`config.mk`:
```
export PLATFORM = sky130hd
export DESIGN_NAME = i2cms_master
export DESIGN_NICKNAME = d
export VERILOG_FILES = /design/src/i2cms_pkg.sv /design/src/i2cms_master.sv
export VERILOG_INCLUDE_DIRS = /design/src
export SDC_FILE = /design/constraint.sdc
export NUM_CORES = 1
export LEC_CHECK = 0
export ABC_CLOCK_PERIOD_IN_PS = 4850
export BUFFER_PORTS_ARGS = -buffer_cell sky130_fd_sc_hd__buf_2
export CORE_ASPECT_RATIO = 1.5
export CORE_MARGIN = 5
export CORE_UTILIZATION = 42
export DETAILED_ROUTE_END_ITERATION = 16
export GPL_TIMING_DRIVEN = 0
export SETUP_SLACK_MARGIN = 0.02
export SLEW_MARGIN = 20
export SYNTH_ARGS = -nofsm -noshare
export SYNTH_HDL_FRONTEND = slang
export SYNTH_SLANG_ARGS = --single-unit
```
`constraint.sdc`:
```
create_clock -name ref_clk -period 4.85 [get_ports ref_clk]
set_input_delay 0 -clock ref_clk [delete_from_list [all_inputs] [get_ports ref_clk]]
set_output_delay 0 -clock ref_clk [all_outputs]
set_load 0.01 [all_outputs]
```
`src/i2cms_params.svh`:
```
// offsets, field positions, reset values and timing counts of the i2c master start/baud block
`ifndef I2CMS_PARAMS_SVH
`define I2CMS_PARAMS_SVH
// register byte offsets
`define I2CMS_OFF_CTRL1 8'h00
`define I2CMS_OFF_CTRL2 8'h04
`define I2CMS_OFF_STATUS 8'h08
`define I2CMS_OFF_BAUD 8'h0C
`define I2CMS_OFF_BUF 8'h10
`define I2CMS_OFF_FLAGS 8'h14
// serial_ctrl2 fields
`define I2CMS_C2_START 0
`define I2CMS_C2_RSTART 1
`define I2CMS_C2_STOP 2
`define I2CMS_C2_RXEN 3
`define I2CMS_C2_ACKDATA 5
`define I2CMS_C2_ACKSTAT 6
// serial_status fields
`define I2CMS_ST_BUFFULL 0
`define I2CMS_ST_START 3
`define I2CMS_ST_STOP 4
// flag register fields, write one to clear
`define I2CMS_FL_IRQ 0
`define I2CMS_FL_BCOL 1
`define I2CMS_FL_WRITE_COLLISION_FLAG 2
// reset values
`define I2CMS_RST_BAUD 7'h64
`define I2CMS_RST_BYTE 8'h00
// timing: instruction cycle and reference clock in ns
`define I2CMS_INSTR_NS 100
`define I2CMS_CLK_NS 10
// reference cycles per baud generator decrement (two decrements per instruction cycle)
`define I2CMS_PHASE_CYC ((`I2CMS_INSTR_NS / 2) / `I2CMS_CLK_NS)
// last bit index of a byte plus acknowledge
`define I2CMS_ACK_BIT 4'h8
`endif

```
`src/i2cms_pkg.sv`:
```
// types shared by the i2c master start/baud block
package i2cms_pkg;
  // sequencer states, one-hot
  typedef enum logic [11:0] {
    IDLE = 12'h001,
    ST_WAIT = 12'h002,
    ST_HOLD = 12'h004,
    RS_LOW = 12'h008,
    RS_SDAHI = 12'h010,
    RS_SCLREL = 12'h020,
    RS_SDALO = 12'h040,
    SP_SDALO = 12'h080,
    SP_SCLHI = 12'h100,
    SP_SDAHI = 12'h200,
    BY_LOW = 12'h400,
    BY_HIGH = 12'h800
  } i2cms_state_t;
  // register port request
  typedef struct packed {
    logic [7:0] addr;
    logic [7:0] wdata;
    logic wr;
    logic rd;
  } i2cms_reg_req_t;
endpackage : i2cms_pkg

```
`src/i2cms_master.sv`:
```
// i2c master bus-condition sequencer with baud generator, clock arbitration and collision checks
//
// Design decisions made here: the address map and the strobed register port.
`timescale 1ns/10ps
`include "i2cms_params.svh"
// Function
// master makes all clock pulses, start, stop
// transfer ends by stop or repeated start
// transmitter first byte: address, direction zero
// receiver first byte: address, direction one; acks
// bytes of eight bits plus acknowledge
// baud reload from low seven bits; the first repeated start load (RS_LOW) takes only the low six
// buffer write starts generator; counts to zero
// two decrements per instruction cycle, auto reload
// one clock period is two rollovers
// after operation clock stops, line kept
// released clock pauses generator until high
// start: both high at timeout, drive data low
// start hold one period, then clear enable
// start collision on low lines, abort idle
// buffer write during sequence: discard, flag
// low control bits locked while event pending
// repeated start only from idle, clock low
// repeated start release, hold high, drive low
// start bit early, irq after timeout
// repeated start ignored while busy
// repeated start collisions flagged
// ack captured to bit six, irq after ninth
// stop enable makes stop, irq after
// start/stop status cleared by reset, disable
// open-drain lines, sampled level is truth
// one sequencer, one request at a time
module i2cms_master (
  // clock, reset, clock enable
  input wire logic ref_clk,
  input wire logic reset,
  input wire logic ce,
  // register port
  input wire i2cms_pkg::i2cms_reg_req_t reg_req,
  output logic [7:0] reg_rdata,
  // serial clock line
  input wire logic scl_i,
  output logic scl_o,
  output logic scl_oe_n,
  // serial data line
  input wire logic sda_i,
  output logic sda_o,
  output logic sda_oe_n
);

  // sequencer state and baud generator
  i2cms_pkg::i2cms_state_t state_q;
  logic [6:0] cnt_q; // baud generator count
  logic armed_q; // phase has seen its start condition and loaded
  logic [3:0] bit_q; // bit index inside a byte, 8 is acknowledge
  logic [7:0] shift_q; // shift register
  logic rx_q; // byte in progress is a receive
  logic ack_q; // last acknowledge from slave
  logic scl_oe_n_q;
  logic sda_oe_n_q;
  // one-cycle events from the sequencer
  logic ev_start_q;
  logic ev_stop_q;
  logic ev_irq_q;
  logic ev_bcol_q;
  logic ev_txdone_q;
  logic ev_rxdone_q;
  logic [3:0] ev_clr_q; // enable bits the hardware clears
  // software registers
  logic en_q; // module enable
  logic [5:0] ctrl_q; // serial_ctrl2 writable bits
  logic [6:0] baud_q; // addr_baud_reg
  logic [7:0] buf_q; // xfer_buffer
  logic bf_q;
  logic s_q;
  logic p_q;
  logic irq_q;
  logic bcol_q;
  logic write_collision_flag_q;
  logic [7:0] rdata_q;
  // phase divider
  logic [2:0] ph_cnt_q;
  logic phase_four_q; // which phase the next decrement falls on
  logic tick;
  logic to;
  // synchronised lines
  logic [1:0] pin_in;
  logic [1:0] pin_q;
  logic scl_q;
  logic sda_q;
  // decode
  logic busy;
  logic wr_buf;
  logic wr_ctrl2;
  logic buf_go;
  logic [3:0] req;

  // open-drain: the output value is always low, only the enable moves
  assign scl_o = 1'b0;
  assign sda_o = 1'b0;
  assign scl_oe_n = scl_oe_n_q;
  assign sda_oe_n = sda_oe_n_q;
  assign reg_rdata = rdata_q;

  // three-stage synchroniser per line; the level moves once stages two and three agree
  assign pin_in = {sda_i, scl_i};
  for (genvar gi = 0; gi < 2; gi++)
  begin : g_sync
    logic s1_q;
    logic s2_q;
    logic s3_q;
    always_ff @(posedge ref_clk)
    begin
      if (reset)
      begin
        s1_q <= 1'b1;
        s2_q <= 1'b1;
        s3_q <= 1'b1;
        pin_q[gi] <= 1'b1;
      end
      else if (ce)
      begin
        s1_q <= pin_in[gi];
        s2_q <= s1_q;
        s3_q <= s2_q;
        // filters a one-cycle glitch at the cost of one more cycle of latency
        if (s2_q == s3_q)
        begin
          pin_q[gi] <= s3_q;
        end
      end
    end
  end
  // the sampled wire, not our own drive, is the line state
  assign scl_q = pin_q[0];
  assign sda_q = pin_q[1];

  // phase divider: one decrement every half instruction cycle
  always_ff @(posedge ref_clk)
  begin
    if (reset)
    begin
      ph_cnt_q <= 3'h0;
      phase_four_q <= 1'b0;
    end
    else if (ce)
    begin
      if (tick)
      begin
        ph_cnt_q <= 3'h0;
        phase_four_q <= ~phase_four_q;
      end
      else
      begin
        ph_cnt_q <= ph_cnt_q + 3'h1;
      end
    end
  end
  assign tick = (ph_cnt_q == 3'(`I2CMS_PHASE_CYC - 1));
  // timeout when the count reaches zero on this decrement
  assign to = tick && (cnt_q <= 7'h01);

  // request decode
  assign busy = (state_q != i2cms_pkg::IDLE) || (ctrl_q[3:0] != 4'h0);
  assign wr_buf = reg_req.wr && (reg_req.addr == `I2CMS_OFF_BUF);
  assign wr_ctrl2 = reg_req.wr && (reg_req.addr == `I2CMS_OFF_CTRL2);
  assign buf_go = wr_buf && !busy;
  // a finished request still sits in ctrl_q for one cycle; mask it so idle does not run it again
  assign req = ctrl_q[3:0] & ~ev_clr_q;

  // next data line drive for a bit; one means released
  function automatic logic sda_bit(input logic rx, input logic [3:0] b, input logic [7:0] sh, input logic ackd);
    logic v;
    v = 1'b1;
    if (b == `I2CMS_ACK_BIT)
    begin
      v = rx ? ackd : 1'b1;
    end
    else
    begin
      v = rx ? 1'b1 : sh[7];
    end
    return v;
  endfunction : sda_bit

  // sequencer with baud generator: start, repeated start, stop, byte
  always_ff @(posedge ref_clk)
  begin
    if (reset)
    begin
      state_q <= i2cms_pkg::IDLE;
      cnt_q <= 7'h00;
      armed_q <= 1'b0;
      bit_q <= 4'h0;
      shift_q <= `I2CMS_RST_BYTE;
      rx_q <= 1'b0;
      ack_q <= 1'b0;
      scl_oe_n_q <= 1'b1;
      sda_oe_n_q <= 1'b1;
      ev_start_q <= 1'b0;
      ev_stop_q <= 1'b0;
      ev_irq_q <= 1'b0;
      ev_bcol_q <= 1'b0;
      ev_txdone_q <= 1'b0;
      ev_rxdone_q <= 1'b0;
      ev_clr_q <= 4'h0;
    end
    else if (ce)
    begin
      ev_start_q <= 1'b0;
      ev_stop_q <= 1'b0;
      ev_irq_q <= 1'b0;
      ev_bcol_q <= 1'b0;
      ev_txdone_q <= 1'b0;
      ev_rxdone_q <= 1'b0;
      ev_clr_q <= 4'h0;
      // free decrement toward zero, then hold
      if (tick && cnt_q != 7'h00)
      begin
        cnt_q <= cnt_q - 7'h01;
      end
      if (!en_q)
      begin
        // disabled: release both lines and forget the sequence
        state_q <= i2cms_pkg::IDLE;
        scl_oe_n_q <= 1'b1;
        sda_oe_n_q <= 1'b1;
        armed_q <= 1'b0;
      end
      else
      begin
        case (state_q)
          i2cms_pkg::IDLE:
          begin
            armed_q <= 1'b0;
            if (req[`I2CMS_C2_START])
            begin
              if (!sda_q && !scl_q)
              begin
                ev_bcol_q <= 1'b1;
                ev_clr_q <= 4'h1;
              end
              else if (sda_q && scl_q)
              begin
                cnt_q <= baud_q;
                state_q <= i2cms_pkg::ST_WAIT;
              end
            end
            else if (req[`I2CMS_C2_RSTART])
            begin
              scl_oe_n_q <= 1'b0;
              state_q <= i2cms_pkg::RS_LOW;
            end
            else if (req[`I2CMS_C2_STOP])
            begin
              sda_oe_n_q <= 1'b0;
              state_q <= i2cms_pkg::SP_SDALO;
            end
            else if (req[`I2CMS_C2_RXEN] || buf_go)
            begin
              // a byte begins with the clock pulled low for one rollover
              rx_q <= req[`I2CMS_C2_RXEN];
              shift_q <= reg_req.wdata;
              bit_q <= 4'h0;
              scl_oe_n_q <= 1'b0;
              cnt_q <= baud_q;
              state_q <= i2cms_pkg::BY_LOW;
            end
          end
          i2cms_pkg::ST_WAIT:
          begin
            // clock falling before our data edge means someone else owns the bus
            if (!scl_q || (to && !sda_q))
            begin
              ev_bcol_q <= 1'b1;
              ev_clr_q <= 4'h1;
              sda_oe_n_q <= 1'b1;
              state_q <= i2cms_pkg::IDLE;
            end
            else if (to)
            begin
              sda_oe_n_q <= 1'b0;
              ev_start_q <= 1'b1;
              cnt_q <= baud_q;
              state_q <= i2cms_pkg::ST_HOLD;
            end
          end
          i2cms_pkg::ST_HOLD:
          begin
            if (to)
            begin
              ev_clr_q <= 4'h1;
              ev_irq_q <= 1'b1;
              state_q <= i2cms_pkg::IDLE;
            end
          end
          i2cms_pkg::RS_LOW:
          begin
            if (!scl_q)
            begin
              cnt_q <= {1'b0, baud_q[5:0]};
              sda_oe_n_q <= 1'b1;
              state_q <= i2cms_pkg::RS_SDAHI;
            end
          end
          i2cms_pkg::RS_SDAHI:
          begin
            if (to)
            begin
              if (sda_q)
              begin
                scl_oe_n_q <= 1'b1;
                armed_q <= 1'b0;
                state_q <= i2cms_pkg::RS_SCLREL;
              end
              else
              begin
                ev_bcol_q <= 1'b1;
                ev_clr_q <= 4'h2;
                scl_oe_n_q <= 1'b1;
                state_q <= i2cms_pkg::IDLE;
              end
            end
          end
          i2cms_pkg::RS_SCLREL:
          begin
            if (!armed_q)
            begin
              if (scl_q && !sda_q)
              begin
                ev_bcol_q <= 1'b1;
                ev_clr_q <= 4'h2;
                state_q <= i2cms_pkg::IDLE;
              end
              else if (scl_q)
              begin
                cnt_q <= baud_q;
                armed_q <= 1'b1;
              end
            end
            else if (!scl_q)
            begin
              ev_bcol_q <= 1'b1;
              ev_clr_q <= 4'h2;
              state_q <= i2cms_pkg::IDLE;
            end
            else if (to)
            begin
              sda_oe_n_q <= 1'b0;
              ev_start_q <= 1'b1;
              cnt_q <= baud_q;
              state_q <= i2cms_pkg::RS_SDALO;
            end
          end
          i2cms_pkg::RS_SDALO:
          begin
            if (to)
            begin
              ev_clr_q <= 4'h2;
              ev_irq_q <= 1'b1;
              state_q <= i2cms_pkg::IDLE;
            end
          end
          i2cms_pkg::SP_SDALO:
          begin
            if (!armed_q && !sda_q)
            begin
              cnt_q <= baud_q;
              armed_q <= 1'b1;
            end
            else if (armed_q && to)
            begin
              scl_oe_n_q <= 1'b1;
              armed_q <= 1'b0;
              state_q <= i2cms_pkg::SP_SCLHI;
            end
          end
          i2cms_pkg::SP_SCLHI:
          begin
            if (!armed_q && scl_q)
            begin
              cnt_q <= baud_q;
              armed_q <= 1'b1;
            end
            else if (armed_q && to)
            begin
              sda_oe_n_q <= 1'b1;
              armed_q <= 1'b0;
              state_q <= i2cms_pkg::SP_SDAHI;
            end
          end
          i2cms_pkg::SP_SDAHI:
          begin
            if (!armed_q && sda_q && scl_q)
            begin
              ev_stop_q <= 1'b1;
              cnt_q <= baud_q;
              armed_q <= 1'b1;
            end
            else if (armed_q && to)
            begin
              ev_clr_q <= 4'h4;
              ev_irq_q <= 1'b1;
              state_q <= i2cms_pkg::IDLE;
            end
          end
          i2cms_pkg::BY_LOW:
          begin
            // data changes one cycle after the clock is low, never while it is high
            if (!armed_q)
            begin
              sda_oe_n_q <= sda_bit(rx_q, bit_q, shift_q, ctrl_q[`I2CMS_C2_ACKDATA]);
              armed_q <= 1'b1;
            end
            else if (to)
            begin
              scl_oe_n_q <= 1'b1;
              armed_q <= 1'b0;
              state_q <= i2cms_pkg::BY_HIGH;
            end
          end
          i2cms_pkg::BY_HIGH:
          begin
            if (!armed_q)
            begin
              // stretched clock: count only once the line really reads high
              if (scl_q)
              begin
                cnt_q <= baud_q;
                armed_q <= 1'b1;
              end
            end
            else if (to)
            begin
              scl_oe_n_q <= 1'b0;
              armed_q <= 1'b0;
              if (bit_q == `I2CMS_ACK_BIT)
              begin
                // byte over: generator stops, clock left low
                if (!rx_q)
                begin
                  ack_q <= sda_q;
                end
                ev_txdone_q <= !rx_q;
                ev_rxdone_q <= rx_q;
                ev_clr_q <= {rx_q, 3'h0};
                ev_irq_q <= 1'b1;
                state_q <= i2cms_pkg::IDLE;
              end
              else
              begin
                shift_q <= {shift_q[6:0], sda_q};
                bit_q <= bit_q + 4'h1;
                cnt_q <= baud_q;
                state_q <= i2cms_pkg::BY_LOW;
              end
            end
          end
          default:
          begin
            state_q <= i2cms_pkg::IDLE;
          end
        endcase
      end
    end
  end

  // control registers: enable, serial_ctrl2, baud reload
  always_ff @(posedge ref_clk)
  begin
    if (reset)
    begin
      en_q <= 1'b0;
      ctrl_q <= 6'h00;
      baud_q <= `I2CMS_RST_BAUD;
    end
    else if (ce)
    begin
      if (reg_req.wr && reg_req.addr == `I2CMS_OFF_CTRL1)
      begin
        en_q <= reg_req.wdata[0];
      end
      if (reg_req.wr && reg_req.addr == `I2CMS_OFF_BAUD)
      begin
        baud_q <= reg_req.wdata[6:0];
      end
      if (!en_q)
      begin
        ctrl_q[3:0] <= 4'h0;
      end
      else if (wr_ctrl2 && !busy)
      begin
        // one request at a time: a write asking for several keeps the lowest
        ctrl_q[3:0] <= reg_req.wdata[3:0] & (~reg_req.wdata[3:0] + 4'h1);
      end
      else
      begin
        // while busy the low bits are locked; events cannot be queued
        ctrl_q[3:0] <= ctrl_q[3:0] & ~ev_clr_q;
      end
      if (wr_ctrl2)
      begin
        ctrl_q[5:4] <= {reg_req.wdata[5], 1'b0};
      end
    end
  end

  // transfer buffer and buffer-full flag
  always_ff @(posedge ref_clk)
  begin
    if (reset)
    begin
      buf_q <= `I2CMS_RST_BYTE;
      bf_q <= 1'b0;
    end
    else if (ce)
    begin
      if (ev_rxdone_q)
      begin
        buf_q <= shift_q;
        bf_q <= 1'b1;
      end
      else if (buf_go && en_q)
      begin
        buf_q <= reg_req.wdata;
        bf_q <= 1'b1;
      end
      else if (ev_txdone_q || (reg_req.rd && reg_req.addr == `I2CMS_OFF_BUF))
      begin
        bf_q <= 1'b0;
      end
    end
  end

  // sticky flags: hardware set beats a software clear in the same cycle
  always_ff @(posedge ref_clk)
  begin
    if (reset)
    begin
      irq_q <= 1'b0;
      bcol_q <= 1'b0;
      write_collision_flag_q <= 1'b0;
    end
    else if (ce)
    begin
      if (reg_req.wr && reg_req.addr == `I2CMS_OFF_FLAGS)
      begin
        irq_q <= ev_irq_q | (irq_q & ~reg_req.wdata[`I2CMS_FL_IRQ]);
        bcol_q <= ev_bcol_q | (bcol_q & ~reg_req.wdata[`I2CMS_FL_BCOL]);
        write_collision_flag_q <= (wr_buf && busy) | (write_collision_flag_q & ~reg_req.wdata[`I2CMS_FL_WRITE_COLLISION_FLAG]);
      end
      else
      begin
        irq_q <= irq_q | ev_irq_q;
        bcol_q <= bcol_q | ev_bcol_q;
        write_collision_flag_q <= write_collision_flag_q | (wr_buf && busy);
      end
    end
  end

  // bus-condition status: start and stop exclude each other
  always_ff @(posedge ref_clk)
  begin
    if (reset)
    begin
      s_q <= 1'b0;
      p_q <= 1'b0;
    end
    else if (ce)
    begin
      if (!en_q)
      begin
        s_q <= 1'b0;
        p_q <= 1'b0;
      end
      else if (ev_start_q)
      begin
        s_q <= 1'b1;
        p_q <= 1'b0;
      end
      else if (ev_stop_q)
      begin
        s_q <= 1'b0;
        p_q <= 1'b1;
      end
    end
  end

  // read data, one cycle after the strobe; unmapped reads zero
  always_ff @(posedge ref_clk)
  begin
    if (reset)
    begin
      rdata_q <= 8'h00;
    end
    else if (ce)
    begin
      rdata_q <= 8'h00;
      if (reg_req.rd)
      begin
        case (reg_req.addr)
          `I2CMS_OFF_CTRL1: rdata_q <= {7'h00, en_q};
          `I2CMS_OFF_CTRL2: rdata_q <= {1'b0, ack_q, ctrl_q};
          `I2CMS_OFF_STATUS: rdata_q <= {3'h0, p_q, s_q, 2'h0, bf_q};
          `I2CMS_OFF_BAUD: rdata_q <= {1'b0, baud_q};
          `I2CMS_OFF_BUF: rdata_q <= buf_q;
          `I2CMS_OFF_FLAGS: rdata_q <= {5'h00, write_collision_flag_q, bcol_q, irq_q};
          default: rdata_q <= 8'h00;
        endcase
      end
    end
  end

  // checks
  property p_write_collision_flag;
    @(posedge ref_clk) disable iff (reset || !ce)
    (wr_buf && busy && en_q) |=> (write_collision_flag_q && buf_q == $past(buf_q));
  endproperty
  a_write_collision_flag: assert property (p_write_collision_flag) else $error("buffer write during sequence not refused");
  property p_lock;
    @(posedge ref_clk) disable iff (reset || !ce)
    (wr_ctrl2 && busy && en_q && ev_clr_q == 4'h0) |=> (ctrl_q[3:0] == $past(ctrl_q[3:0]));
  endproperty
  a_lock: assert property (p_lock) else $error("control bits changed while locked");
  property p_start_edge;
    @(posedge ref_clk) disable iff (reset || !ce || !en_q)
    (state_q == i2cms_pkg::ST_WAIT && to && scl_q && sda_q) |=> (!sda_oe_n && state_q == i2cms_pkg::ST_HOLD)
      ##1 s_q;
  endproperty
  a_start_edge: assert property (p_start_edge) else $error("start edge or start status missing");
  property p_start_done;
    @(posedge ref_clk) disable iff (reset || !ce || !en_q)
    (state_q == i2cms_pkg::ST_HOLD && to) |=> ##1 (!ctrl_q[0] && irq_q && !sda_oe_n);
  endproperty
  a_start_done: assert property (p_start_done) else $error("start did not complete");
  property p_start_col;
    @(posedge ref_clk) disable iff (reset || !ce || !en_q)
    (state_q == i2cms_pkg::IDLE && req[0] && !sda_q && !scl_q) |=> ##1 (bcol_q && state_q == i2cms_pkg::IDLE);
  endproperty
  a_start_col: assert property (p_start_col) else $error("start collision not flagged");
  property p_stretch;
    @(posedge ref_clk) disable iff (reset || !ce || !en_q)
    (state_q == i2cms_pkg::BY_HIGH && !armed_q && !scl_q && !tick) |=> (cnt_q == $past(cnt_q));
  endproperty
  a_stretch: assert property (p_stretch) else $error("generator ran during stretched clock");
  property p_tick;
    @(posedge ref_clk) disable iff (reset || !ce)
    tick |=> !tick [*4] ##1 tick;
  endproperty
  a_tick: assert property (p_tick) else $error("decrement spacing wrong");
  property p_rs_idle;
    @(posedge ref_clk) disable iff (reset || !ce || !en_q)
    (state_q == i2cms_pkg::RS_LOW && !scl_q) |=> (cnt_q[6] == 1'b0 && sda_oe_n);
  endproperty
  a_rs_idle: assert property (p_rs_idle) else $error("repeated start load wrong");
  property p_byte_irq;
    @(posedge ref_clk) disable iff (reset || !ce || !en_q)
    (state_q == i2cms_pkg::BY_HIGH && armed_q && to && bit_q == 4'h8) |=> ##1 (irq_q && !scl_oe_n);
  endproperty
  a_byte_irq: assert property (p_byte_irq) else $error("byte end not flagged");
  c_start: cover property (@(posedge ref_clk) disable iff (reset) ev_start_q && state_q == i2cms_pkg::ST_HOLD);
  c_rstart: cover property (@(posedge ref_clk) disable iff (reset) state_q == i2cms_pkg::RS_SDALO && to);
  c_stop: cover property (@(posedge ref_clk) disable iff (reset) ev_stop_q);
  c_byte: cover property (@(posedge ref_clk) disable iff (reset) ev_txdone_q);

endmodule : i2cms_master

```
Word level (Yosys, flattened, before mapping) --
Cells that the tools add are included. Widths: inputs -> output; s select.
Word-level totals: word-level logic and storage cells 356, register bits after elaboration 92, bits of input ports 23
Cells by class: $lt $le $gt $ge 1, add/sub/neg operators 4, equal/unequal tests 62, bitwise operators 20, reduce and logical (&&, ||, !) cells 52, muxes and demuxes 180
Operators with widths (count):
- $mux 12 | 26
- $mux 7 | 21
- $pmux 12 s11 | 1
- $mux 1 | 87
- $mux 8 | 10
- $ne 3x3->1 const B | 21
- $mux 4 | 14
- $pmux 7 s8 | 1
- $pmux 8 s6 | 1
- $pmux 4 s8 | 1
- $ne 4x4->1 const B | 6
- $logic_and 1x1->1 | 21
- $reduce_and 10->1 | 2
- $reduce_and 20->1 | 1
- $eq 8x4->1 const B | 2
- $eq 8x5->1 const B | 2
- $pmux 8 s2 | 1
- $reduce_and 2->1 | 8
- $ne 2x2->1 const B | 7
- $reduce_and 7->1 | 2
- $eq 12x1->1 const B | 1
- $eq 12x10->1 const B | 1
- $eq 12x11->1 const B | 1
- $eq 12x12->1 const B | 1
- other kinds (49) | 80

Longest topological paths before layout --
word-level depth 11, depth in mapped cells 11, depth with buffers taken out 9

Least setup slack after synthesis --
OpenSTA, ideal clock, no wires.
kind register to register, start register state_q[0], end register cnt_q[2], slack 2252 ps, buffers on the path 2, data arrival time 2482 ps, required time 4733 ps, library setup time 117 ps, stages on the path, launching flop included 10, cell sequence dfxtp_1 -> buf_6 -> or4_4 -> or4_4 -> a21oi_4 -> o31a_4 -> buf_8 -> o221ai_2 -> or4_1 -> a22o_1
On the way: longest elaborated chain between the ends 11, elaborated cells on any way between the ends 19
Ends and longest elaborated chain:
- start: declaration | line i2cms_master.sv:52 | i2cms_pkg::i2cms_state_t state_q;
- start signal: assignment | line i2cms_master.sv:191 | state_q <= i2cms_pkg::IDLE;
- start signal: assignment | line i2cms_master.sv:225 | state_q <= i2cms_pkg::IDLE;
- start signal: assignment | line i2cms_master.sv:246 | state_q <= i2cms_pkg::ST_WAIT;
- $ne 12x1->1 | line i2cms_master.sv:164 | assign busy = (state_q != i2cms_pkg::IDLE) || (ctrl_q[3:0] != 4'h0);
- $logic_or 1x1->1 | line i2cms_master.sv:164
- $logic_not 1->1 | line i2cms_master.sv:167 | assign buf_go = wr_buf && !busy;
- $logic_and 1x1->1 | line i2cms_master.sv:167
- $logic_or 1x1->1 | line i2cms_master.sv:259 | else if (req[`I2CMS_C2_RXEN] || buf_go)
- $mux 7 | line i2cms_master.sv:259
- $mux 7 | line i2cms_master.sv:254 | else if (req[`I2CMS_C2_STOP])
- $mux 7 | line i2cms_master.sv:249 | else if (req[`I2CMS_C2_RSTART])
- $mux 7 | line i2cms_master.sv:236 | if (req[`I2CMS_C2_START])
- $pmux 7 s8 (*) | line i2cms_master.sv:232 | case (state_q)
- $mux 7 (*) | line i2cms_master.sv:222 | if (!en_q)
- end signal: assignment | line i2cms_master.sv:220 | cnt_q <= cnt_q - 7'h01;
- end signal: assignment | line i2cms_master.sv:245 | cnt_q <= baud_q;
- end signal: assignment | line i2cms_master.sv:266 | cnt_q <= baud_q;
- end: declaration | line i2cms_master.sv:53 | logic [6:0] cnt_q;
Mark *: on every way between the ends. The rest lies on a longest branch, timed or not. A chain may end at the register's enable or synchronous reset.

Worst setup path in the final report --
start register state_q[3], end register state_q[3]
On the way: longest elaborated chain between the ends 7, elaborated cells on any way between the ends 40
Ends and longest elaborated chain (line):
- $ne 12x1->1 | i2cms_master.sv:164
- $logic_or 1x1->1 | i2cms_master.sv:164
- $logic_not 1->1 | i2cms_master.sv:167
- $logic_and 1x1->1 | i2cms_master.sv:167
- $logic_or 1x1->1 | i2cms_master.sv:259
- $ne 6x6->1 (no line)
- $reduce_and 20->1 (no line)
Several ways; a longest one is shown, not always the timed one.

==> flow_metrics.py <==
metrics = {
    "logic_synthesis": {
        "synth_common_cells": "nor2_1, dfxtp_1, nand2_1, a21oi_1, clkbuf_1",
        "async_reset_ff_share_pct": 0,
        "synth.most_common_cell": "nor2_1",
        "synth-edff-count": 0,
        "synth_compound_area_share_pct": 29.0,
        "synth_warnings": 0,
        "synth-seq-cells": 92,
        "synth_fa_ha_area_share_pct": 1.21,
        "synth_cells": 819,
        "yosys-top-cells-area": "dfxtp_1, nor2_1, a21oi_1",
        "synth_xor_area_share_pct": 0.844,
        "synthesis.area_mm2": 0.00623,
        "synth_top_family_by_area": "simple AND/OR/NAND/NOR gates",
        "yosysTopAreaCellShare_pct": 29.6,
        "netlist-cell-type-count": 80,
        "muxShareOfSynthArea_pct": 3.66,
        "syn_area_per_cell_um2": 7.60,
        "seq_area_frac_synth_pct": 29.6,
        "yosysTopAreaCell": "dfxtp_1",
        "synth-simple-area-share_pct": 29.3,
        "ys.flop_type": "dfxtp_1",
    },
    "setup_path": {
        "cpPeakStageDelay_ps": 770,
        "cp.depth": 9,
        "endpoint_kind": "register",
        "crit_chain": "clkbuf_1 -> nor4b_2 -> nand4_1 -> nor3_1 -> nand2b_1 -> a41oi_2 -> buf_2 -> mux2i_1 -> nor2_1",
        "critPathTopFamily": "simple AND/OR/NAND/NOR gates",
        "crit_required_ps": 5070,
        "crit_slowest_cell": "nor4b_2",
        "startpoint_type": "register",
        "reg2regPathDepth": 9,
        "arrival_ps": 3820,
        "worst-path-max-fanout": 10,
        "critical_path_class": "register to register",
        "crit_buf_inv": 2,
    },
    "pwr": {
        "p_leak_nw": 2.47,
        "p_sw_w": 0.000459,
        "p_int_w": 0.00117,
        "vdd_drop_max_mv": 0.150,
        "pwr-share-comb_pct": 8.5,
        "p_sw_share_pct": 28.1,
        "clkPwrFrac_pct": 44.5,
        "seq_power_share_pct": 47.0,
        "power_density_mw_per_mm2": 233,
    },
    "cts": {
        "cts_buffers": 9,
        "insertion_delay_ps": 360,
        "clockBufferDepth": 2,
        "path_clk_slew_ps": 80,
        "cts_tree": "yes",
        "cts.sinks": 92,
        "cts_root_buffer": "clkbuf_16",
        "ctsHtreeMaxLevel": 3,
    },
    "place": {
        "dp_hpwl_um": 20700,
        "placed_area_mm2": 0.00663,
        "io_buffers": 31,
        "dp_cells": 1047,
        "gp_congestion": 1.01,
    },
    "die": {
        "die-area_mm2": 0.0174,
        "die_h_um": 159,
        "initial_core_util_pct": 42.7,
        "core-area_mm2": 0.0146,
        "die_x_um": 109,
        "rows": 54,
        "io_pins": 35,
    },
    "layout": {
        "fin_area_mm2": 0.00702,
        "nets": 900,
        "antenna_cells": 0,
        "drive_above_1_share_pct": 10.8,
        "layout.cells.non_filler": 1072,
        "fill_cells": 1519,
        "syn2layout_area_growth_pct": 12.8,
    },
    "flow_run": {
        "max_cap_violations": 0,
    },
    "timing": {
        "hold_slack_ps": 11.6,
        "setup_viol_count_final": 0,
        "tns_ps": 0,
        "fin_crit_sh_pct": 74.2,
        "slew_headroom_pct": 20.5,
        "skew_ps": 14.8,
        "rsz0062_at_grt": "false",
        "min_period_ps": 3600,
        "slew_violations": 0,
        "fmax_mhz": 278,
        "hold_viol": 0,
        "max_slew.worst_pin.slew_ps": 1180,
    },
    "routing": {
        "viasPerCell": 6.58,
        "antenna_left": 0,
        "drt_iter0_markers": 621,
        "num_vias": 7052,
        "wirelength_um": 27200,
        "firstDrtPassIters": 6,
        "wl_per_cell_um": 25.4,
        "drc": 0,
    },
    "global_route": {
        "grt_max_degree": 20,
        "track_usage_pct": 30.9,
        "antenna_found_initial": 0,
        "grt_pass1_vias": 6882,
        "grt_pass1_wl_um": 40700,
        "grt.overflow.total": 0,
    },
    "status": {
        "status": "finished, final reports clean",
    },
    "worst_hold_path": {
        "hold_class": "input pin to register",
        "hold_depth": 3,
    },
}
==> logic make-up (layout without fill, tap and decap cells) <==
group,after synthesis,in the layout
AOI/OAI and AO/OA,253,253
xor gates and xnor gates,6,6
adders and majority gates,6,6
buffers and inverters,90,146
DFF,92,92
muxes,22,22
other,1,2
and+or+nand+nor,349,349
==> worst register-to-register path, delay by kind of cell (launching register included) <==
family	cells	cell delay, ps
muxes	1	240
AOI/OAI and AO/OA	1	270
and+or+nand+nor	5	2170
DFF	1	300
buffers and inverters	2	500
==> path summary, 6_finish.rpt <==
kind | to | start | slack, ps
worst max-delay path | state_q[3] | state_q[3] | 1250
worst min-delay path | shift_q[2] | reg_req[4] | 10
worst max register to register | state_q[3] | state_q[3] | 1250
worst min register to register | reg_rdata[0] | reg_rdata[0] | 470
==> state kept, by name, summed over array words and instances (netlist names), 2 cells and up <==
register	count
ctrl_q	5
reg_rdata	8
g_sync.s1_q	2
cnt_q	7
bit_q	4
buf_q	8
ph_cnt_q	3
state_q	12
g_sync.s3_q	2
baud_q	7
ev_clr_q	4
shift_q	8
g_sync.s2_q	2
==> metal layers <==
| metal | part of all wire [%] | track usage, % | up-vias |
|---|---|---|---|
| li1 | - | - | 3188 |
| met4 | 7.5 | 19.7 | 0 |
| met3 | 7.2 | 4.87 | 126 |
| met1 | 37 | 35.9 | 3338 |
| met5 | 0 | 0 | - |
| met2 | 49 | 51.7 | 400 |
==> metrics by stage <==
step                      power [W]  setup slack, ps  util, %
after floorplan            0.000859             2250        -
after global placement     0.000912             1340     45.4
after detailed placement   0.000915             1460     45.4
after CTS                   0.00164             1430     48.1
after global routing        0.00168             1230     48.1
final                       0.00163             1250     48.1
==> placed cells by master (no fill, tap or decap), drive strengths merged, types with 11 or more instances in the layout <==
| cell type | netlist | layout |
|---|---|---|
| and3 | 13 | 13 |
| a211o | 11 | 11 |
| nor4 | 12 | 12 |
| mux2i | 16 | 16 |
| a21oi | 61 | 61 |
| nand4 | 21 | 21 |
| nand2 | 77 | 77 |
| nand2b | 11 | 11 |
| a211oi | 16 | 16 |
| buf | 27 | 58 |
| nor3 | 17 | 17 |
| nor2 | 99 | 99 |
| dfxtp | 92 | 92 |
| inv | 17 | 22 |
| o21ai | 35 | 35 |
| nor2b | 12 | 12 |
| clkbuf | 46 | 55 |
| nand3 | 32 | 32 |
| o31ai | 12 | 12 |
| a22oi | 18 | 18 |
==> area by class of cell <==
class                      instances  area [um^2]  area share, %
clock inverter                     7         75.1           1.07
multi-input combinational        638         3990           56.8
sequential                        92         1840           26.2
clock buffer                       9          225           3.21
timing repair buffer              40          245           3.49
inverter                          17         63.8          0.909
tap                              196          245           3.49
buffer                            73          338           4.81
==> what timing repair did <==
action,in CTS,in global routing
endpoints found under the setup margin,0,0
resized for setup,0,0
setup buffers,0,0
hold buffers,9,0
hold endpoints to repair,13,0
==> power by group through the flow <==
stage / Combinational (W) / Sequential (W) / Clock, W
CTS: 0.000136 / 0.000768 / 0.000732
detailed placement: 0.000130 / 0.000785 / 0
finish: 0.000138 / 0.000768 / 0.000727
global route: 0.000147 / 0.000769 / 0.000765
global placement: 0.000127 / 0.000785 / 0
floorplan: 0.0000753 / 0.000784 / 0
Power figures use the tool's default switching activity.
